$ cat src/fscr_regs.vh
/*
  Register offsets, field positions and reset values of the fault and clipper register slice.
  Assumes the control-port decoder presents byte-wide register accesses.
*/
`ifndef FSCR_REGS_VH
`define FSCR_REGS_VH
`define FSCR_ADDR_FAULT 8'h08
`define FSCR_ADDR_RSV_LO 8'h09
`define FSCR_ADDR_RSV_HI 8'h0F
`define FSCR_ADDR_CLIP_MID 8'h10
`define FSCR_ADDR_CLIP_LOW 8'h11
`define FSCR_BIT_OTE 0
`define FSCR_BIT_DCE 1
`define FSCR_BIT_OCE 2
`define FSCR_BIT_CLOCK_FAULT_FLAG 3
`define FSCR_SCALE_LSB 4
`define FSCR_SCALE_MSB 5
`define FSCR_SCALE_RST 2'h0
`define FSCR_SCALE_100 2'h0
`define FSCR_SCALE_75 2'h1
`define FSCR_SCALE_50 2'h2
`define FSCR_SCALE_25 2'h3
`define FSCR_CLIP_MID_RST 8'h01
`define FSCR_CLIP_LOW_RST 8'h04
`define FSCR_SYNC_DEPTH 3
`endif

$ cat src/fscr_sync.v
/*
  Three-stage synchroniser for one asynchronous level; output changes once stages two and three agree.
  Assumes a single clock and asynchronous active-low reset.
*/
`timescale 1ns/1ps
`default_nettype none
module fscr_sync #(
  parameter RST_VAL = 1'b0
) (
  input wire i_clk,
  input wire i_arst_n,
  input wire i_d,
  output reg o_q
);
  reg [2:0] st_r;
  always @(posedge i_clk or negedge i_arst_n) begin
    if (!i_arst_n) begin
      st_r <= {3{RST_VAL}};
      o_q <= RST_VAL;
    end else begin
      st_r <= {st_r[1:0], i_d};
      if (st_r[1] == st_r[2]) begin
        o_q <= st_r[2];
      end
    end
  end
endmodule // fscr_sync
`default_nettype wire

$ cat src/fscr_top.v
/*
  Fault configuration, error status and clipper threshold registers of the amplifier control port.
  Assumes a byte-wide register access port from the control-port decoder and raw detector levels.
*/
`timescale 1ns/1ps
`default_nettype none
`include "fscr_regs.vh"
module fscr_top (
  input wire i_clk,
  input wire i_arst_n,
  input wire i_wr_en,
  input wire i_rd_en,
  input wire [7:0] i_addr,
  input wire [7:0] i_wdata,
  input wire i_speaker_shutdown_n,
  input wire i_shutdown_ctrl_n,
  input wire i_clk_fault_det,
  input wire i_overcurrent_det,
  input wire i_dc_fault_det,
  input wire i_overtemp_det,
  output reg [7:0] o_rdata,
  output reg o_rvalid,
  output reg [1:0] o_overcurrent_trip_scale,
  output reg [13:0] o_clip_threshold,
  output reg o_clock_fault_flag,
  output reg o_overcurrent_flag,
  output reg o_output_dc_fault_flag,
  output reg o_overtemp_flag,
  output reg o_run
);
  wire sd_pin_s;
  wire clk_det_s;
  wire oc_det_s;
  wire dc_det_s;
  wire ot_det_s;
  wire wr_fault;
  wire wr_clip_mid;
  wire wr_clip_low;
  wire sd_active;
  wire sd_toggle;
  wire [7:0] fault_rd;
  reg [1:0] scale_r;
  reg [7:0] clip_mid_r;
  reg [7:0] clip_low_r;
  reg clock_fault_flag_r;
  reg oce_r;
  reg dce_r;
  reg ote_r;
  reg oce_nxt;
  reg dce_nxt;
  reg ote_nxt;
  reg sd_prev_r;
  reg run_nxt;
  reg [7:0] rdata_nxt;

  fscr_sync #(
    .RST_VAL(1'h0)
  ) u_sync_sd (
    .i_clk(i_clk),
    .i_arst_n(i_arst_n),
    .i_d(i_speaker_shutdown_n),
    .o_q(sd_pin_s)
  );

  fscr_sync #(
    .RST_VAL(1'h0)
  ) u_sync_clk (
    .i_clk(i_clk),
    .i_arst_n(i_arst_n),
    .i_d(i_clk_fault_det),
    .o_q(clk_det_s)
  );

  fscr_sync #(
    .RST_VAL(1'h0)
  ) u_sync_oc (
    .i_clk(i_clk),
    .i_arst_n(i_arst_n),
    .i_d(i_overcurrent_det),
    .o_q(oc_det_s)
  );

  fscr_sync #(
    .RST_VAL(1'h0)
  ) u_sync_dc (
    .i_clk(i_clk),
    .i_arst_n(i_arst_n),
    .i_d(i_dc_fault_det),
    .o_q(dc_det_s)
  );

  fscr_sync #(
    .RST_VAL(1'h0)
  ) u_sync_ot (
    .i_clk(i_clk),
    .i_arst_n(i_arst_n),
    .i_d(i_overtemp_det),
    .o_q(ot_det_s)
  );

  assign sd_active = ~sd_pin_s | ~i_shutdown_ctrl_n;
  assign sd_toggle = sd_active & ~sd_prev_r;

  assign fault_rd = {2'h0, scale_r, clock_fault_flag_r, oce_r, dce_r, ote_r};

  assign wr_fault = i_wr_en & (i_addr == `FSCR_ADDR_FAULT);
  assign wr_clip_mid = i_wr_en & (i_addr == `FSCR_ADDR_CLIP_MID);
  assign wr_clip_low = i_wr_en & (i_addr == `FSCR_ADDR_CLIP_LOW);

  always @(posedge i_clk or negedge i_arst_n) begin
    if (!i_arst_n) begin
      scale_r <= `FSCR_SCALE_RST;
    end else if (wr_fault) begin
      scale_r <= i_wdata[`FSCR_SCALE_MSB:`FSCR_SCALE_LSB];
    end
  end

  always @(posedge i_clk or negedge i_arst_n) begin
    if (!i_arst_n) begin
      clip_mid_r <= `FSCR_CLIP_MID_RST;
    end else if (wr_clip_mid) begin
      clip_mid_r <= i_wdata;
    end
  end

  always @(posedge i_clk or negedge i_arst_n) begin
    if (!i_arst_n) begin
      clip_low_r <= `FSCR_CLIP_LOW_RST;
    end else if (wr_clip_low) begin
      clip_low_r <= i_wdata;
    end
  end

  always @(posedge i_clk or negedge i_arst_n) begin
    if (!i_arst_n) begin
      sd_prev_r <= 1'h1;
    end else begin
      sd_prev_r <= sd_active;
    end
  end

  always @(posedge i_clk or negedge i_arst_n) begin
    if (!i_arst_n) begin
      clock_fault_flag_r <= 1'h0;
    end else begin
      clock_fault_flag_r <= clk_det_s;
    end
  end

  always @* begin
    oce_nxt = oce_r & ~sd_toggle;
    if (oc_det_s) begin
      oce_nxt = 1'h1;
    end
  end

  always @(posedge i_clk or negedge i_arst_n) begin
    if (!i_arst_n) begin
      oce_r <= 1'h0;
    end else begin
      oce_r <= oce_nxt;
    end
  end

  always @* begin
    dce_nxt = dce_r & ~sd_toggle;
    if (dc_det_s) begin
      dce_nxt = 1'h1;
    end
  end

  always @(posedge i_clk or negedge i_arst_n) begin
    if (!i_arst_n) begin
      dce_r <= 1'h0;
    end else begin
      dce_r <= dce_nxt;
    end
  end

  always @* begin
    ote_nxt = ote_r & ~sd_toggle;
    if (ot_det_s) begin
      ote_nxt = 1'h1;
    end
  end

  always @(posedge i_clk or negedge i_arst_n) begin
    if (!i_arst_n) begin
      ote_r <= 1'h0;
    end else begin
      ote_r <= ote_nxt;
    end
  end

  always @* begin
    rdata_nxt = 8'h00;
    case (i_addr)
      `FSCR_ADDR_FAULT: rdata_nxt = fault_rd;
      `FSCR_ADDR_CLIP_MID: rdata_nxt = clip_mid_r;
      `FSCR_ADDR_CLIP_LOW: rdata_nxt = clip_low_r;
      default: rdata_nxt = 8'h00;
    endcase
  end

  always @(posedge i_clk or negedge i_arst_n) begin
    if (!i_arst_n) begin
      o_rdata <= 8'h00;
      o_rvalid <= 1'h0;
    end else begin
      o_rvalid <= i_rd_en;
      if (i_rd_en) begin
        o_rdata <= rdata_nxt;
      end
    end
  end

  always @(posedge i_clk or negedge i_arst_n) begin
    if (!i_arst_n) begin
      o_overcurrent_trip_scale <= `FSCR_SCALE_RST;
    end else begin
      o_overcurrent_trip_scale <= scale_r;
    end
  end

  always @(posedge i_clk or negedge i_arst_n) begin
    if (!i_arst_n) begin
      o_clip_threshold <= 14'h0000;
    end else begin
      o_clip_threshold <= {clip_mid_r, clip_low_r[7:2]};
    end
  end

  always @(posedge i_clk or negedge i_arst_n) begin
    if (!i_arst_n) begin
      o_clock_fault_flag <= 1'h0;
      o_overcurrent_flag <= 1'h0;
      o_output_dc_fault_flag <= 1'h0;
      o_overtemp_flag <= 1'h0;
    end else begin
      o_clock_fault_flag <= clock_fault_flag_r;
      o_overcurrent_flag <= oce_r;
      o_output_dc_fault_flag <= dce_r;
      o_overtemp_flag <= ote_r;
    end
  end

  always @* begin
    run_nxt = ~sd_active & ~clock_fault_flag_r & ~oce_r & ~dce_r & ~ote_r;
  end

  always @(posedge i_clk or negedge i_arst_n) begin
    if (!i_arst_n) begin
      o_run <= 1'h0;
    end else begin
      o_run <= run_nxt;
    end
  end
endmodule // fscr_top
`default_nettype wire

$ cat config.mk
export PLATFORM = sky130hd
export DESIGN_NAME = fscr_top
export DESIGN_NICKNAME = d
export VERILOG_FILES = /design/src/fscr_sync.v /design/src/fscr_top.v
export VERILOG_INCLUDE_DIRS = /design/src
export SDC_FILE = /design/constraint.sdc
export NUM_CORES = 1
export LEC_CHECK = 0
export ABC_CLOCK_PERIOD_IN_PS = 1230
export BUFFER_PORTS_ARGS = -buffer_cell sky130_fd_sc_hd__buf_2
export CORE_ASPECT_RATIO = 2
export CORE_UTILIZATION = 52
export CTS_CLUSTER_SIZE = 16
export DETAILED_ROUTE_END_ITERATION = 6
export PLACE_DENSITY = 0.77
export RECOVER_POWER = 25
export SLEW_MARGIN = 20
export SYNTH_ARGS = -nofsm -noshare
export SYNTH_HDL_FRONTEND = slang
export SYNTH_SLANG_ARGS = --single-unit
$ cat constraint.sdc
create_clock -name i_clk -period 1.23 [get_ports i_clk]
set_input_delay 0 -clock i_clk [delete_from_list [all_inputs] [get_ports i_clk]]
set_output_delay 0 -clock i_clk [all_outputs]
set_load 0.02 [all_outputs]
==> results of run 1 <==
routing by layer:
metal  up-vias  wire (um)  track usage, %
met5         -          0               0
met4         0        132           9.615
li1        707          -               -
met1       747       1809           24.17
met2        56       2726           38.97
met3        11        177           5.606
worst max-delay path, stage by stage (launching register included):
cell and delay, ps:
dfrtp_1 410, or4_1 550, nor2_1 110
flip-flops by register name (all words and copies together) (netlist names), 2 cells and up:
register and flops:
clip_low_r 8, clip_mid_r 8, o_clip_threshold 14, o_overcurrent_trip_scale 2, o_rdata 8, scale_r 2, u_sync_clk.st_r 3, u_sync_dc.st_r 3
u_sync_oc.st_r 3, u_sync_ot.st_r 3, u_sync_sd.st_r 3
where the power goes:
group | internal, mW | switching [mW]
Clock | 0.985 | 0.818
Combinational | 0.162 | 0.188
Sequential | 2.53 | 0.0720
Total | 3.68 | 1.08
cells in the final DEF, fill, tap and decap left out:
cell,count
and3_1,1
nand2b_1,1
nor3_1,1
mux2_4,8
o22ai_1,8
nand2_1,1
nor2b_1,2
nand3_1,2
buf_2,55
clkinv_2,2
inv_1,8
o211ai_1,1
dfrtp_1,70
nand2_8,1
clkinvlp_4,2
buf_4,10
nor4b_2,1
dlygate4sd3_1,16
a21o_1,3
dfstp_2,3
a22oi_1,6
maj3_1,5
nor2_1,1
mux2i_1,2
clkbuf_1,1
a22o_2,6
nand3_2,1
nor4b_4,1
or4_1,1
mux2_2,10
nor4_1,1
clkbuf_8,10
bufinv_16,1
area by class of cell:
class / instances / area (um2)
flip-flops and latches: 73 / 1831
fillers: 330 / 1344
multi-input cells: 64 / 618.1
repair buffers: 81 / 510.5
clock buffers: 11 / 141.4
well taps: 55 / 68.82
clock inverters: 5 / 55.05
inverters: 8 / 30.03
repair_timing:
action,in CTS,in global routing
gates resized for setup,0,0
hold buffers,16,0
hold endpoints to repair,99,0
synthesized netlist by cell type, drive strengths merged:
cell type,count,share of area [%]
and3,1,0.25
nand3,3,0.80
inv,8,1.2
dfrtp,70,70
a21o,3,0.90
mux2,18,9.3
nand2,2,0.95
dfstp,3,3.2
maj3,5,2.0
nor2b,2,0.50
clkbuf,1,0.15
or4,1,0.30
buf,1,0.45
nor4b,2,1.6
mux2i,2,0.80
a22o,6,2.4
o22ai,8,2.0
nor4,1,0.25
a22oi,6,1.8
nand2b,1,0.25
nor3,1,0.20
nor2,1,0.15
o211ai,1,0.30
kinds of logic after synthesis:
logic type	Yosys count	share of synthesized area, %
adder cells (fa/ha/maj)	5	2.007
AO/OA/AOI/OAI	24	7.426
flip-flops	73	73.41
AND/OR/NAND/NOR	15	5.218
multiplexers	20	10.14
buffers and inverters	10	1.806
worst paths after layout:
kind,slack [ps],cells past startpoint,endpoint
max in group asynchronous,260,3,u_sync_oc.st_r[0]$_DFF_PN0_
hold reg to reg,350,0,u_sync_dc.st_r[1]$_DFF_PN0_
hold / removal,90,3,o_rdata[7]$_DFFE_PN0P_
min in group asynchronous,390,3,o_overcurrent_trip_scale[1]$_DFF_PN0_
setup / recovery,80,2,o_run$_DFF_PN0_
setup reg to reg,80,2,o_run$_DFF_PN0_
==> impl_metrics.tcl, run 1 <==
set metrics [dict create \
    status "finished, final reports clean" \
    final_util_pct 70.78 \
    cts_buffers 9 \
    start_kind "flip-flop" \
    drt-initial-drc-count 28 \
    area_growth_pct 30.51 \
    grt_max_degree 74 \
    peakVddDrop_v 0.001073 \
    crit_fanout 3 \
    post-cts-setup-buffers 0 \
    clock_sinks 73 \
    drt_pass1_iterations 4 \
    nets 263 \
    period_needed_ps 1149 \
    vias_per_cell 5.121 \
    synth.ff_latch_count 73 \
    syn_area_per_cell_um2 16.96 \
    die-area_um2 5093 \
    hpwl_um 3486 \
    hp-class "primary input to flip-flop" \
    tightest_slew_ps 863.2 \
    fp-row-count 35 \
    fmax_mhz 870.2 \
    clk_latency_ps 330 \
    cp.arrival_ps 1410 \
    yosysWarnings 0 \
    grt_pass1_wl_um 7983 \
    powerDensity_nw_per_um2 1461 \
    synth-seq-area-share_pct 73.41 \
    postLayoutCellArea_um2 3254 \
    pre_cts_ws_ps -133.2 \
    ant_nets 0 \
    coreArea_um2 4598 \
    place_area_um2 2910 \
    hold_start "i_addr[0]" \
    fp.dieH_um 99.93 \
    htreeDepth 3 \
    yosys.cell_types.count 27 \
    io_buffers 55 \
    crit_path_start "clock_fault_flag_r$_DFF_PN0_" \
    max_slew_margin_pct 42.46 \
    clock_path_buffers 2 \
    routed_wl_um 4846 \
    leakage_nw 1.623 \
    grt-ovfl-total 0 \
    maxCapViolCount 0 \
    grt_pass1_vias 1715 \
    grt_setup_unrepaired "false" \
    min_period_over_period_pct 93.43 \
    instances_no_fill 297 \
    setup_viol 0 \
    synth_fp_nets 173 \
    syn_area_um2 2494 \
    r2r_start "clock_fault_flag_r$_DFF_PN0_" \
    drcViolationCount 0 \
    hold_viol 0 \
    finalMaxSlewViolations 0 \
    via_count 1521 \
    num_io_pins 56 \
    die_w_um 50.97 \
    total_power_mw 4.756 \
    grt_antenna_before_repair 0 \
    syn_inst 147 \
    finClkSkew_ps 5.045 \
    drive_above_1_share_pct 45.87 \
    track_usage_pct 22.06 \
    cts.clk_slew.worst_paths_ps 70 \
    required_ps 1490 \
    holdWs_ps 89.89 \
    worst_slack_ps 80.86 \
    clockRootBuffer "clkbuf_8" \
    post-place-cells 265 \
    place.gp.congestion 0.8168 \
    post_drt_wl_per_cell_um 16.32 \
    crit_type "flip-flop to flip-flop" \
    cts_tree "yes" \
    initial_core_util_pct 54.23 \
    worst_setup_path_end_kind "flip-flop" \
    diodes 0 \
    tns_ps 0 \
]
Power figures use the tool's default switching activity.
==> run 2, diff against run 1 <==
Settings changed: CORE_ASPECT_RATIO 2 to default.
==> run 2 against run 1 <==
  * The flow now finishes with violations (design-rule violations)
  * Sequential share of layout area grew 0.72 points
  * Worst hold slack lost 26 ps
  * Clock power shrank 9%
  * Critical path type unchanged
  * Largest cell class unchanged
  * Largest power group unchanged
  * Highest routed layer unchanged
==> impl_metrics.tcl, run 2 (synthesis gave the netlist of run 1 again) <==
set metrics [dict create \
    htreeDepth 3 \
    start_kind "flip-flop" \
    via_count 1529 \
    power_frac_comb_pct 7.5 \
    die_w_um 71.25 \
    finalMaxSlewViolations 0 \
    ant_nets 0 \
    crit_type "flip-flop to flip-flop" \
    finClkSkew_ps 4.956 \
    worst_setup_path_end_kind "flip-flop" \
    path_delay_family "simple AND/OR/NAND/NOR gates" \
    period_needed_ps 1120 \
    p_clk_share_pct 35.6 \
    clock_sinks 73 \
    seq_power_share_pct 56.9 \
    cpPeakStageDelay_ps 530 \
    switching_share_pct 22.90 \
    hold_start "i_addr[0]" \
    hold_viol 0 \
    initial_core_util_pct 55.73 \
    drive_above_1_share_pct 45.00 \
    maxCapViolCount 0 \
    routed_wl_um 4523 \
    grt_pass1_wl_um 7776 \
    cp.arrival_ps 1390 \
    r2r_start "clock_fault_flag_r$_DFF_PN0_" \
    largest_reg_flops 14 \
    violations "design-rule violations" \
    area_growth_pct 28.85 \
    num_io_pins 56 \
    internal_power_mw 3.524 \
    crit_slowest_cell "or4_1" \
    switchingPower_mw 1.047 \
    grt_pass1_vias 1634 \
    holdPathStages 3 \
    layout_commonest_cell "dfrtp_1" \
    hold_end "o_rdata[6]$_DFFE_PN0P_" \
    nets 261 \
    hp-class "primary input to flip-flop" \
    grt_antenna_before_repair 0 \
    fmax_mhz 892.6 \
    holdWs_ps 64.33 \
    status "finished with violations" \
    clk_latency_ps 340 \
    diodes 0 \
    post_drt_wl_per_cell_um 15.49 \
    leakage_nw 1.610 \
    fp-row-count 24 \
    powerDensity_nw_per_um2 1423 \
    drcViolationCount 6 \
    max_slew_margin_pct 42.69 \
    clockRootBuffer "clkbuf_8" \
    grt_setup_unrepaired "false" \
    rrSetupSlack_ps 110 \
    drt_pass1_iterations 6 \
    crit_path_cell_trace "or4_1 -> nor2_1" \
    vias_per_cell 5.236 \
    crit_fanout 3 \
    die-area_um2 5077 \
    mostFrequentLayoutCells "dfrtp_1, buf_2, dlygate4sd3_1" \
    clock_path_buffers 2 \
    place_area_um2 2892 \
    required_ps 1500 \
    drt-initial-drc-count 111 \
    place.gp.congestion 0.7852 \
    cts.clk_slew.worst_paths_ps 70 \
    grt_max_degree 74 \
    top_register "o_clip_threshold" \
    tightest_slew_ps 859.6 \
    peakVddDrop_v 0.001157 \
    fp.dieH_um 71.25 \
    critPathBufInv 0 \
    post_cts_resized 0 \
    track_usage_pct 21.03 \
    cts_tree "yes" \
    final_util_pct 71.81 \
    setup_viol 0 \
    reg2regPathDepth 2 \
    r2r_end "o_run$_DFF_PN0_" \
    min_period_over_period_pct 91.08 \
    postLayoutCellArea_um2 3213 \
    io_buffers 55 \
    cts_buffers 9 \
    coreArea_um2 4474 \
    hpwl_um 3002 \
    grt-ovfl-total 0 \
]
==> run 2: worst min-delay path, cell delays in order <==
cell and delay, ps:
buf_2 160, mux2i_1 100, o22ai_1 100
==> run 2: stage by stage <==
stage | setup WS (ps) | TNS [ps] | cells | power [mW]
final | 109.7 | 0 | 292 | 4.571
after detailed placement | -156.6 | -2370 | 260 | 2.959
after CTS | 97.91 | 0 | 292 | 4.611
after global placement | -127.2 | -1683 | 260 | 2.941
after floorplan | -83.37 | -625.3 | 147 | 2.764
after global routing | 58.64 | 0 | 292 | 4.755
==> run 2: cell type report <==
cell class                 count  area, um2
clock buffer                  13      158.9
clock inverter                 3      15.01
fill                         306       1261
inverter                       8      30.03
multi-input combinational     64      618.1
sequential                    73       1831
tap                           52      65.06
timing repair buffer          79      495.5
==> run 2: worst max path at each step <==
stage	from	end	slack, ps	depth (start not counted)
6_report	clock_fault_flag_r$_DFF_PN0_	o_run$_DFF_PN0_	110	2
5_1_grt	clock_fault_flag_r$_DFF_PN0_	o_run$_DFF_PN0_	60	2
4_1_cts	clock_fault_flag_r$_DFF_PN0_	o_run$_DFF_PN0_	100	2
3_5_place_dp	i_addr[5]	clip_mid_r[2]$_DFFE_PN0P_	-160	5
3_3_place_gp	i_addr[5]	clip_mid_r[4]$_DFFE_PN0P_	-130	5
2_1_floorplan	i_addr[5]	clip_low_r[0]$_DFFE_PN0P_	-80	5
==> run 2: routing by layer <==
metal  global-route usage [%]  vias up  wire, um
met4                    11.33        0        89
met2                    32.17       58      2239
met3                    6.610       10       258
met1                    27.20      756      1935
li1                         -      705         -
met5                        0        -         0
==> run 2: power groups by stage <==
stage	Clock [mW]	Combinational, mW	Sequential, mW
floorplan	0	0.0863	2.68
global placement	0	0.303	2.64
detailed placement	0	0.313	2.65
CTS	1.65	0.354	2.60
global route	1.76	0.378	2.62
finish	1.63	0.343	2.60
==> run 2: timing repair <==
item,in CTS,in global routing
endpoints found under the setup margin,0,0
buffers inserted,0,0
endpoints found under the hold margin,102,0
hold buffers,16,0
